$ cat config.mk
export PLATFORM = sky130hd
export DESIGN_NAME = smcp_serial_port
export DESIGN_NICKNAME = d
export VERILOG_FILES = /design/src/smcp_pkg.sv /design/src/smcp_serial_port.sv
export VERILOG_INCLUDE_DIRS = /design/src
export SDC_FILE = /design/constraint.sdc
export NUM_CORES = 1
export LEC_CHECK = 0
export BUFFER_PORTS_ARGS = -buffer_cell sky130_fd_sc_hd__buf_4
export CELL_PAD_IN_SITES_DETAIL_PLACEMENT = 0
export CELL_PAD_IN_SITES_GLOBAL_PLACEMENT = 1
export CORE_ASPECT_RATIO = 0.75
export CORE_MARGIN = 4
export CORE_UTILIZATION = 47
export CTS_CLUSTER_DIAMETER = 120
export DETAILED_ROUTE_END_ITERATION = 8
export GPL_TIMING_DRIVEN = 1
export PLACE_DENSITY = 0.88
export SYNTH_ARGS = -nofsm -noshare
export SYNTH_HDL_FRONTEND = slang
export SYNTH_SLANG_ARGS = --single-unit
$ cat constraint.sdc
create_clock -name clk -period 2.4 [get_ports clk]
set_input_delay 0.72 -clock clk [delete_from_list [all_inputs] [get_ports clk]]
set_output_delay 0.72 -clock clk [all_outputs]
set_load 0.05 [all_outputs]
$ cat src/smcp_regs.svh
`ifndef SMCP_REGS_SVH
`define SMCP_REGS_SVH

`define SMCP_ADDR_SOFT_RESET 7'h00
`define SMCP_ADDR_POWER_DOWN 7'h01
`define SMCP_ADDR_CLK_TIMING 7'h02
`define SMCP_RESET_VALUE 8'h00
`define SMCP_SOFT_RESET_BIT 7
`define SMCP_WORD_BITS 5'h10
`define SMCP_DATA_START 5'h08
`define SMCP_PD_LSB 0
`define SMCP_PD_MSB 1
`define SMCP_DCS_BIT 0
`define SMCP_PHASE_LSB 1
`define SMCP_PHASE_MSB 2
`define SMCP_INV_BIT 3
`define SMCP_PD_MASK 8'h03
`define SMCP_TIMING_MASK 8'h0f
`define SMCP_SLEEP_PULSE_CYCLES 4'h8
`define SMCP_NAP_WAKE_SAMPLE_CYCLES 8'h64

`endif

$ cat src/smcp_pkg.sv
package smcp_pkg;

    typedef enum logic [1:0] {
        SMCP_PD_NORMAL = 2'h0,
        SMCP_PD_CH2_NAP = 2'h1,
        SMCP_PD_BOTH_NAP = 2'h2,
        SMCP_PD_SLEEP = 2'h3
    } smcp_pd_e;

    typedef enum logic [1:0] {
        SMCP_IDLE = 2'h0,
        SMCP_SHIFT = 2'h1,
        SMCP_DONE = 2'h3
    } smcp_state_e;

    typedef struct packed {
        logic outclk_invert;
        logic [1:0] outclk_phase_delay;
        logic duty_cycle_stabilizer_en;
    } smcp_timing_s;

    typedef struct packed {
        logic ch1_nap;
        logic ch2_nap;
        logic sleep;
        logic ch1_valid;
        logic ch2_valid;
    } smcp_power_s;

endpackage : smcp_pkg

$ cat src/smcp_serial_port.sv
// Overview of operation
// host holds interface_select low to use the serial port
// falling chip select starts a new command word
// serial input sampled on first 16 rising serial-clock edges
// rising edges after the sixteenth ignored until chip select rises
// rising chip select closes the current command
// word is read/write flag, address A6:A0, then data D7:D0
// flag 0 writes eight data bits to addressed register; code keeps only bits 1:0 of power-down and bits 3:0 of timing
// flag 1 returns addressed register on serial output
// read-back leaves register unchanged and ignores serial input
// serial output is open drain, only pulls low
// host's first command after power-up is a software reset
// writing 1 to reset bit clears every mode register
// software reset briefly forces full sleep
// reset bit clears itself once the write completes
// reset register is write-only, read-back undefined
// power-down field: normal, ch2 nap, both nap, sleep
// timing bit 3 inverts output sample clock
// phase field delays output sample clock 0/45/90/135 degrees
// host enables stabilizer whenever phase delay is non-zero
// timing bit 0 enables duty cycle stabilizer
// channel 1 never naps while channel 2 runs
// nap wake needs 100 sample clocks; sleep powers all down
// read data driven msb first over final eight clocks
`timescale 1ns/1ns
`default_nettype none
`include "smcp_regs.svh"

module smcp_serial_port (
    input wire logic clk,
    input wire logic resetn,
    input wire logic interface_select,
    input wire logic cs_n,
    input wire logic sck,
    input wire logic sdi,
    input wire logic sdo_in,
    output logic sdo_out,
    output logic sdo_oe_n,
    input wire logic sample_clk,
    output var smcp_pkg::smcp_power_s power_state,
    output var smcp_pkg::smcp_timing_s clock_timing,
    output logic [1:0] power_down_field,
    output logic output_sample_clock,
    output logic soft_reset_active
);

    // ****************************************
    // input synchronisers
    // ****************************************
    logic [1:0] sel_sync;
    logic [1:0] cs_sync;
    logic [1:0] sck_sync;
    logic [1:0] sdi_sync;
    logic [1:0] smp_sync;
    logic cs_q;
    logic sck_q;
    logic smp_q;

    always_ff @(posedge clk) begin
        sel_sync <= {sel_sync[0], interface_select};
        cs_sync <= {cs_sync[0], cs_n};
        sck_sync <= {sck_sync[0], sck};
        sdi_sync <= {sdi_sync[0], sdi};
        smp_sync <= {smp_sync[0], sample_clk};
    end

    // previous synchronised levels for edge finding
    always_ff @(posedge clk) begin
        cs_q <= cs_sync[1];
        sck_q <= sck_sync[1];
        smp_q <= smp_sync[1];
    end

    wire serial_mode = ~sel_sync[1];
    wire cs_fall = cs_q & ~cs_sync[1];
    wire cs_rise = ~cs_q & cs_sync[1];
    wire sck_rise = ~sck_q & sck_sync[1];
    wire sck_fall = sck_q & ~sck_sync[1];
    wire smp_rise = ~smp_q & smp_sync[1];
    wire smp_fall = smp_q & ~smp_sync[1];

    // ****************************************
    // word capture
    // ****************************************
    smcp_pkg::smcp_state_e state;
    smcp_pkg::smcp_state_e next_state;
    logic [4:0] bit_cnt;
    logic [15:0] shift;
    logic [7:0] rd_data;
    logic [7:0] power_down_ctrl;
    logic [7:0] output_clock_timing;

    wire take_bit = (state == smcp_pkg::SMCP_SHIFT) & sck_rise & ~cs_sync[1];
    wire last_bit = take_bit & (bit_cnt == `SMCP_WORD_BITS - 5'h01);
    wire [15:0] next_shift = {shift[14:0], sdi_sync[1]};
    wire wr_flag = shift[15];
    wire [6:0] wr_addr = shift[14:8];
    wire [7:0] wr_data = shift[7:0];
    wire [6:0] rd_addr = {shift[5:0], sdi_sync[1]};
    wire is_read_hdr = take_bit & (bit_cnt == `SMCP_DATA_START - 5'h01) & shift[6];
    wire word_write = cs_rise & (state == smcp_pkg::SMCP_DONE) & ~wr_flag;

    always_comb begin
        next_state = state;
        case (state)
            smcp_pkg::SMCP_IDLE: begin
                if (cs_fall && serial_mode) begin
                    next_state = smcp_pkg::SMCP_SHIFT;
                end
            end
            smcp_pkg::SMCP_SHIFT: begin
                if (cs_rise) begin
                    next_state = smcp_pkg::SMCP_IDLE;
                end else if (last_bit) begin
                    next_state = smcp_pkg::SMCP_DONE;
                end
            end
            smcp_pkg::SMCP_DONE: begin
                if (cs_rise) begin
                    next_state = smcp_pkg::SMCP_IDLE;
                end
            end
            default: begin
                next_state = smcp_pkg::SMCP_IDLE;
            end
        endcase
    end

    always_ff @(posedge clk) begin
        if (!resetn) begin
            state <= smcp_pkg::SMCP_IDLE;
        end else begin
            state <= next_state;
        end
    end

    always_ff @(posedge clk) begin
        if (!resetn || cs_fall) begin
            bit_cnt <= 5'h00;
            shift <= 16'h0000;
        end else if (take_bit) begin
            bit_cnt <= bit_cnt + 5'h01;
            shift <= next_shift;
        end
    end

    // ****************************************
    // read-back
    // ****************************************
    wire [7:0] rd_mux = (rd_addr == `SMCP_ADDR_POWER_DOWN) ? power_down_ctrl :
                        (rd_addr == `SMCP_ADDR_CLK_TIMING) ? output_clock_timing :
                        8'h00;
    wire rd_active = (state != smcp_pkg::SMCP_IDLE) & ~cs_sync[1];
    logic rd_mode;

    always_ff @(posedge clk) begin
        if (!resetn || cs_fall) begin
            rd_mode <= 1'b0;
            rd_data <= 8'h00;
        end else if (is_read_hdr) begin
            rd_mode <= 1'b1;
            rd_data <= rd_mux;
        end else if (rd_mode && sck_fall && rd_active && bit_cnt > `SMCP_DATA_START) begin
            rd_data <= {rd_data[6:0], 1'b1};
        end
    end

    always_ff @(posedge clk) begin
        if (!resetn) begin
            sdo_out <= 1'b0;
            sdo_oe_n <= 1'b1;
        end else begin
            sdo_out <= 1'b0;
            sdo_oe_n <= ~(rd_mode & rd_active & ~rd_data[7]);
        end
    end

    // ****************************************
    // mode registers and soft reset
    // ****************************************
    wire soft_reset = word_write & (wr_addr == `SMCP_ADDR_SOFT_RESET)
                      & wr_data[`SMCP_SOFT_RESET_BIT];
    logic [3:0] sleep_cnt;

    always_ff @(posedge clk) begin
        if (!resetn || soft_reset) begin
            power_down_ctrl <= `SMCP_RESET_VALUE;
            output_clock_timing <= `SMCP_RESET_VALUE;
        end else if (word_write && wr_addr == `SMCP_ADDR_POWER_DOWN) begin
            power_down_ctrl <= wr_data & `SMCP_PD_MASK;
        end else if (word_write && wr_addr == `SMCP_ADDR_CLK_TIMING) begin
            output_clock_timing <= wr_data & `SMCP_TIMING_MASK;
        end
    end

    always_ff @(posedge clk) begin
        if (!resetn) begin
            sleep_cnt <= 4'h0;
        end else if (soft_reset) begin
            sleep_cnt <= `SMCP_SLEEP_PULSE_CYCLES;
        end else if (sleep_cnt != 4'h0) begin
            sleep_cnt <= sleep_cnt - 4'h1;
        end
    end

    assign soft_reset_active = (sleep_cnt != 4'h0);

    // ****************************************
    // power state
    // ****************************************
    wire [1:0] pd_eff = soft_reset_active ? smcp_pkg::SMCP_PD_SLEEP
                        : power_down_ctrl[`SMCP_PD_MSB:`SMCP_PD_LSB];
    wire ch2_nap = (pd_eff == smcp_pkg::SMCP_PD_CH2_NAP) | (pd_eff == smcp_pkg::SMCP_PD_BOTH_NAP);
    wire ch1_nap = (pd_eff == smcp_pkg::SMCP_PD_BOTH_NAP);
    wire sleep_now = (pd_eff == smcp_pkg::SMCP_PD_SLEEP);
    logic [7:0] wake1_cnt;
    logic [7:0] wake2_cnt;

    always_ff @(posedge clk) begin
        if (!resetn) begin
            wake1_cnt <= 8'h00;
            wake2_cnt <= 8'h00;
        end else begin
            if (ch1_nap || sleep_now) begin
                wake1_cnt <= `SMCP_NAP_WAKE_SAMPLE_CYCLES;
            end else if (smp_rise && wake1_cnt != 8'h00) begin
                wake1_cnt <= wake1_cnt - 8'h01;
            end
            if (ch2_nap || sleep_now) begin
                wake2_cnt <= `SMCP_NAP_WAKE_SAMPLE_CYCLES;
            end else if (smp_rise && wake2_cnt != 8'h00) begin
                wake2_cnt <= wake2_cnt - 8'h01;
            end
        end
    end

    always_ff @(posedge clk) begin
        if (!resetn) begin
            power_state <= '0;
            power_down_field <= 2'h0;
        end else begin
            power_state.ch1_nap <= ch1_nap;
            power_state.ch2_nap <= ch2_nap;
            power_state.sleep <= sleep_now;
            power_state.ch1_valid <= ~ch1_nap & ~sleep_now & (wake1_cnt == 8'h00);
            power_state.ch2_valid <= ~ch2_nap & ~sleep_now & (wake2_cnt == 8'h00);
            power_down_field <= pd_eff;
        end
    end

    // ****************************************
    // output sample clock
    // ****************************************
    logic [3:0] ph_cnt;
    logic [3:0] half_len;
    logic [3:0] delay_cnt;
    logic outclk_raw;

    wire smp_edge = smp_rise | smp_fall;
    wire [3:0] next_half_len = (ph_cnt == 4'hf) ? 4'hf : ph_cnt + 4'h1;
    // eighths of a period are quarters of the measured half period
    wire [7:0] delay_prod = {4'h0, half_len} * {6'h00, clock_timing.outclk_phase_delay};
    wire [3:0] next_delay = delay_prod[5:2];
    wire outclk_follow = (delay_cnt == 4'h0);

    // half period measured in clk cycles
    always_ff @(posedge clk) begin
        if (!resetn) begin
            ph_cnt <= 4'h0;
            half_len <= 4'h1;
        end else if (smp_edge) begin
            ph_cnt <= 4'h0;
            half_len <= next_half_len;
        end else if (ph_cnt != 4'hf) begin
            ph_cnt <= ph_cnt + 4'h1;
        end
    end

    // old level held until the phase delay has run out
    always_ff @(posedge clk) begin
        if (!resetn) begin
            delay_cnt <= 4'h0;
            outclk_raw <= 1'b0;
        end else begin
            if (smp_edge) begin
                delay_cnt <= next_delay;
            end else if (delay_cnt != 4'h0) begin
                delay_cnt <= delay_cnt - 4'h1;
            end
            if (outclk_follow) begin
                outclk_raw <= smp_q;
            end
        end
    end

    always_ff @(posedge clk) begin
        if (!resetn) begin
            clock_timing <= '0;
            output_sample_clock <= 1'b0;
        end else begin
            clock_timing <= output_clock_timing[`SMCP_INV_BIT:`SMCP_DCS_BIT];
            output_sample_clock <= outclk_raw ^ clock_timing.outclk_invert;
        end
    end

endmodule : smcp_serial_port
`default_nettype wire

==> run summary, run 1 <==
The flow ran to the end, and the final reports show no timing, DRC or antenna violations. The first global-routing pass estimated 11700 microns of wire. After the last flow step, the layout net total stands at 466.

In this run the worst path has a maximum fanout of 7. The count of instances resized after the clock tree is built came out at 0. Clock latency on the worst-skew pair, taken at its later pin, is 0.36 ns. In the synthesized netlist the dominant register cell turns out to be dfxtp_1. The run gives 0.00989 sq mm as the die outline area. Summed over all layers, the routed wires come to 6720 microns.

The total design power came out at 3.93 mW. In this run, distinct cell masters in the synthesized netlist total 48. The tools report the detailed-placement wirelength estimate as 4750 microns. Detailed-route wire length per cell: 12.3 microns. For the highest ir drop seen on vdd, the log shows 698 uV. The portion of synthesized cell area occupied by the leading cell type is 0.495.

Yosys attributes the largest share of cell area to dfxtp_1, mux2i_1, nor2_1. STA classifies the critical path startpoint as a flip-flop. The achievable frequency came out at 457 MHz. The number of nets in the synthesized netlist is 440. For this run, design rule violations remaining after detail routing come to 0. Data on the critical path is required at its endpoint by 1.68 ns. Once the clock tree was built, the setup fixing pass inserted 0 buffers. Synthesis handed over a netlist of 413 instances.

The detail route stage leaves a number of antenna-violating nets equal to 0. The met2 track demand over resource is 0.229, and the arrival time reported for the critical path endpoint is 1.47 ns. The tools report the initial core utilization as 0.489. Clock tree synthesis selected as its root buffer the cell clkbuf_8. The overall die height was 87.1 microns.

The via count of the first global-routing pass was 2580; the residual overflow from global routing was 0. TritonCTS built the clock tree. The tools report the endpoint type of the worst setup path as an output pin. The logs give 0 for the number of antenna violations at the first check in global routing and 2746 for the routed via count.

The met1 usage came out at 0.193. The run gives 0.634 as the tightest slew margin relative to the limit. The pre-antenna-repair detailed-routing pass consisted of 4 iterations. The H-tree was split into 3 levels.

Power spread over the standard cell area amounts to 892 mW/mm^2. In the routed layout, each cell is associated on average with a via count of 5.01. The per-instance average area after synthesis is 9.50 sq um. The count of inserted antenna diode cells came out at 0. The mapped netlist covers 0.00392 sq mm. For the count of warnings emitted by yosys, the log shows 0. Setup repair after global routing left no endpoint under its margin.

In this run, synthesis inferred 0 flip-flops with an integrated enable. The number of hold buffers added after CTS was 0. The tools report the global routing met3 resource utilization as 0.0417.

The fraction of final layout cells sized beyond drive strength 1 was 0.108. The worst setup path is of the reg2out kind. Number of placement rows: 28. The overall routing resource usage was 0.146. The clock-pin slew reported for the worst setup and hold paths after clock tree synthesis was 0.09 ns; the starting DRC count in detailed routing was 123. The clock sink total was 97. The core region is 0.00802 sq mm.

The relative area change from synthesis to final layout works out to 12.3%. The run gives 0.495 as the portion of the post-synthesis area used by sequential elements. The final hold violation count was 0. Most frequent standard cell in the layout excluding fill and tap cells: dfxtp_1.

The min-delay analysis places its worst path in the category reg2reg. The share of the clock period used by the worst path after layout came out at 0.912. The final-layout setup total negative slack is 0 ns, and the number of stages on the worst hold path is 0. The minimum clock period after layout came out at 2.19 ns. Counting along the longest clock path gives a buffer depth of 2. The delay of the slowest critical-path stage came out at 0.37 ns.

The cell type with the highest aggregate area in the netlist was dfxtp_1. The proportion of synthesized flip-flops having asynchronous set or reset is 0, and the number of ports placed on the die boundary is 23. The count of buffers added on input and output ports is 20. Summed over all cells, the static leakage comes to 1.76 nW. Walking the worst path, the cells encountered are inv_1 -> ha_1 -> nand2_1 -> buf_4. Worst reg2reg path depth: 8.

The congestion estimate from routability-driven global placement came to 0.786. The count of max-cap constraint violations was 0. At the pin with the least slew margin, the transition time is 0.541 ns. The tools report the final max-slew violation count as 0. The clock arrives with 0.0161 ns of skew. In this run the horizontal extent of the chip is 114 microns. The number of clock buffers added by TritonCTS is 9. For this design, the slowest cell found on the critical path is dfxtp_1. After global routing, the most crowded layer is met2. Leaving out fill and tap cells, the most frequent cells in the layout are dfxtp_1, nor2_1, mux2i_1.

The post-synthesis register bit count came out at 97. Setup violations remaining at the end of the flow were counted as 0. Entering global routing, the biggest net connects 20 pins.
worst paths after layout:
| kind | to | start | slack [ns] |
|---|---|---|---|
| worst max-delay path | soft_reset_active | sleep_cnt[0] | 0.21 |
| worst min-delay path | sck_sync[1] | sck_sync[0] | 0.33 |
| worst max register to register | wake2_cnt[1] | sleep_cnt[0] | 0.47 |
| worst min register to register | sck_sync[1] | sck_sync[0] | 0.33 |
through the flow:
stage	setup WS, ns	area [sq um]	util	hold slack [ns]	std cells
global route	0.0798	4410	0.549	0.343	548
finish	0.212	4410	0.549	0.333	548
floorplan	0.367	3920	-	0.310	413
CTS	0.192	4410	0.549	0.332	548
global placement	0.530	4200	0.523	0.311	533
detailed placement	0.493	4200	0.523	0.312	533
layer usage:
metal	part of all wire	vias up	wire length [microns]
li1	-	1431	-
met1	0.52	1273	3470
met2	0.44	33	2940
met3	0.027	9	180
met4	0.019	0	129
met5	0	-	0
power breakdown:
part	total [mW]	internal, mW	switching [mW]
logic	0.943	0.348	0.594
registers	1.86	1.76	0.0990
clock network	1.13	0.582	0.549
total	3.93	2.69	1.24
area by class of cell:
cell class / instances / area [sq um]
tap: 105 / 131
sequential: 97 / 1940
clock inverter: 5 / 81.3
fill: 726 / 3620
clock buffer: 10 / 128
inverter: 22 / 82.6
multi-input combinational: 283 / 1850
timing repair buffer: 26 / 195
cell usage after synthesis, types with 2 or more instances:
library cell,count
nor2_1,74
nand2_1,26
a21oi_1,23
ha_1,18
or3_1,6
buf_2,3
nor2b_1,2
buf_4,2
nor3_1,11
o31ai_1,2
dfxtp_1,97
clkbuf_1,6
xnor2_1,10
nand3b_1,4
and3_1,2
nand4_1,3
nor4b_1,2
a22oi_1,2
nand2b_1,2
nand3_1,8
and2_1,9
o21ai_0,6
inv_1,21
a211oi_1,7
xor2_1,13
mux2i_1,32
logic make-up after synthesis:
logic type      after synthesis  share of synthesized area
simple gates                162                      0.203
flops                        97                      0.495
compound gates               46                     0.0708
buf+inv                      33                     0.0344
mux                          32                     0.0816
xor+xnor                     23                     0.0513
fa+ha+maj                    19                     0.0625
other cells                   1                   0.000956
registers in the layout, summed over array words and instances (netlist names), 4 cells and up:
register             count
clock_timing             4
wake1_cnt                8
half_len                 4
output_clock_timing      4
ph_cnt                   4
bit_cnt                  5
delay_cnt                4
sleep_cnt                4
shift                   16
rd_data                  8
power_state              5
wake2_cnt                8
worst max-delay path: cells and delay by family, from the launching register on:
kind	cells	cell delay, ns
flip-flops	1	0.37
adder cells (fa/ha/maj)	1	0.21
buffers and inverters	2	0.33
AND/OR/NAND/NOR	1	0.20
(Power assumes the default switching activity.)
==> inputs of run 2 (changes only) <==
--- a/config.mk
+++ b/config.mk
@@ -14,8 +14,9 @@
 export CORE_UTILIZATION = 47
 export CTS_CLUSTER_DIAMETER = 120
 export DETAILED_ROUTE_END_ITERATION = 8
-export GPL_TIMING_DRIVEN = 1
+export GPL_TIMING_DRIVEN = 0
 export PLACE_DENSITY = 0.88
+export RECOVER_POWER = 25
 export SYNTH_ARGS = -nofsm -noshare
 export SYNTH_HDL_FRONTEND = slang
 export SYNTH_SLANG_ARGS = --single-unit
==> run summary, run 2 (synthesis gave the netlist of run 1 again) <==
The run finished with clean final reports. The H-tree was split into 3 levels. The tools report the DRC violation count after routing as 0. Slew at the pin closest to its max-slew limit: 0.613 ns. The longest clock path from root to sink contains 2 buffers. After detailed routing, the total wire length is 6860 microns. Hold repair after CTS inserted 0 buffers. The number of optimization iterations in the first detailed-route pass came out at 4. The tightest slew margin relative to the limit came out at 0.585.

The overall die height was 87.1 microns. The power share of the clock group is 0.313. The combinational group share of total power was 0.225; the final setup violation count was 0. The reported leakage power is 1.75 nW, and the share of the clock period used by the worst path after layout is 0.919. In this run the count of I/O pins placed on the die edge is 23.

Global routing finished with a remaining overflow of 0. The final max-slew violation count is 0. The quantity of I/O buffers inserted on ports was 19. The worst setup path is of the reg2out kind. Number of placement rows: 28.

Highest ir drop seen on vdd: 830 uV. The worst path in the final design needs a cycle of 2.21 ns, including I/O delays and setup. The switching fraction of total power was 0.314. Share of power burned in registers: 0.461. Final hold analysis gives a worst-case slack of 0.332 ns. Static timing analysis puts the maximum clock frequency at 453 MHz. The clock-pin slew reported for the worst setup and hold paths after clock tree synthesis is 0.09 ns, and the starting DRC count in detailed routing is 130.

The floorplan step defined a die boundary enclosing 0.00989 sq mm. After detailed routing, the average wire length per cell comes to 12.4 microns. The logs give 2575 for the via count of the first global-routing pass and 2.76 mW for the internal power. Setup repair after global routing left no endpoint under its margin. The routed layout has 2798 vias.

After the last flow step, the layout net total stands at 470. Entering global routing, the biggest net connects 17 pins. In this run, CTS created clock tree buffers numbering 9. The signal on the critical path passes through inv_1 -> ha_1 -> nand2_1 -> buf_4. shift holds more flip-flops than any other register. For this design the ratio of total power to cell area is 910 mW/mm^2. The kind of start point of the critical path is a flip-flop. The final core utilization came out at 0.551. The clock reaches the later pin of the worst-skew pair after 0.36 ns.

In this run the horizontal extent of the chip is 114 microns. The tools report the global-route wire length before repair as 11800 microns. The run gives 0.00802 sq mm as the placeable core region.

Grouping stages by cell kind, the critical path spends the most delay in flip-flops. The overall routing resource usage is 0.149. The library cell used most frequently in the layout, excluding fill and tap cells, is dfxtp_1. For the worst setup path, the data required time is 1.68 ns.

The register with the most flip-flops in the layout has 16 of them. The fraction of final layout cells sized beyond drive strength 1 is 0.0982, and the routed via count divided by cell count is 5.06. In this run the worst path has a maximum fanout of 7.

The wire-length estimate of the detail-placed layout is 4920 microns. The count of inserted antenna diode cells was 0. Across the run, the number of max-cap violations was 0. In this run, post-CTS repair resized a total of 0 instances.

For the initial core utilization, the log shows 0.489. At the worst endpoint, the arrival time is 1.49 ns. Among all stages on the critical path, the largest delay is contributed by dfxtp_1. On the worst path, the slowest cell contributes a delay of 0.37 ns. The number of post-CTS setup repair buffers is 0. The area growth from synthesis to layout is 12.8%. STA classifies the critical path endpoint as an output pin.

The congestion estimate from routability-driven global placement came to 0.831. Number of antenna violations at the first check in global routing: 0. The final hold violation count came out at 0.

Switching power summed over all nets: 1.26 mW. The detail route stage leaves a number of antenna-violating nets equal to 0. Together, buffers and inverters on the worst path number 2.

The tightest min-delay check is of the reg2reg type. The tree built by TritonCTS fans out to 97 sinks. TritonCTS built the clock tree. In this run the clock root is driven by a clkbuf_8.

For the worst clock skew, the log shows 0.00848 ns. The library cells used most frequently in the layout, excluding fill and tap cells, are dfxtp_1, nor2_1, mux2i_1.
[run 2: layer usage]
layer  vias up  wire length [microns]  track usage
met3         6                    237       0.0486
li1       1449                      -            -
met5         -                      0            0
met1      1307                   3540        0.192
met2        36                   3010        0.232
met4         0                     74       0.0611
[run 2: path summary, 6_finish.rpt]
check / start / end / slack, ns / cells after the start
worst max-delay path: sleep_cnt[0] / soft_reset_active / 0.19 / 4
worst min-delay path: sdi_sync[0] / sdi_sync[1] / 0.33 / 0
worst max register to register: sleep_cnt[0] / wake2_cnt[1] / 0.36 / 7
worst min register to register: sdi_sync[0] / sdi_sync[1] / 0.33 / 0
[run 2: area by class of cell]
type | instances | area [sq um]
Multi-Input combinational cell | 283 | 1840
Buffer | 11 | 52.6
Fill cell | 718 | 3600
Timing Repair Buffer | 19 | 131
Clock inverter | 7 | 119
Sequential cell | 97 | 1940
Clock buffer | 9 | 124
Inverter | 22 | 82.6
Tap cell | 105 | 131
[run 2: power by group through the flow]
stage	registers, mW	clock network, mW	logic (mW)
CTS	1.86	1.30	0.935
finish	1.86	1.26	0.907
floorplan	2.02	0	0.571
detailed placement	1.89	0	0.924
global route	1.88	1.36	1.01
global placement	1.89	0	0.909
[run 2: stage by stage]
stage | setup TNS (ns) | std cells | worst slack, ns | area [sq um] | power, mW
floorplan | 0 | 413 | 0.367 | 3920 | 2.59
global placement | -0.0901 | 537 | -0.0267 | 4200 | 2.80
detailed placement | 0 | 537 | 0.0201 | 4200 | 2.82
CTS | 0 | 553 | 0.167 | 4440 | 4.09
global route | 0 | 553 | 0.0628 | 4420 | 4.25
finish | 0 | 553 | 0.194 | 4420 | 4.03
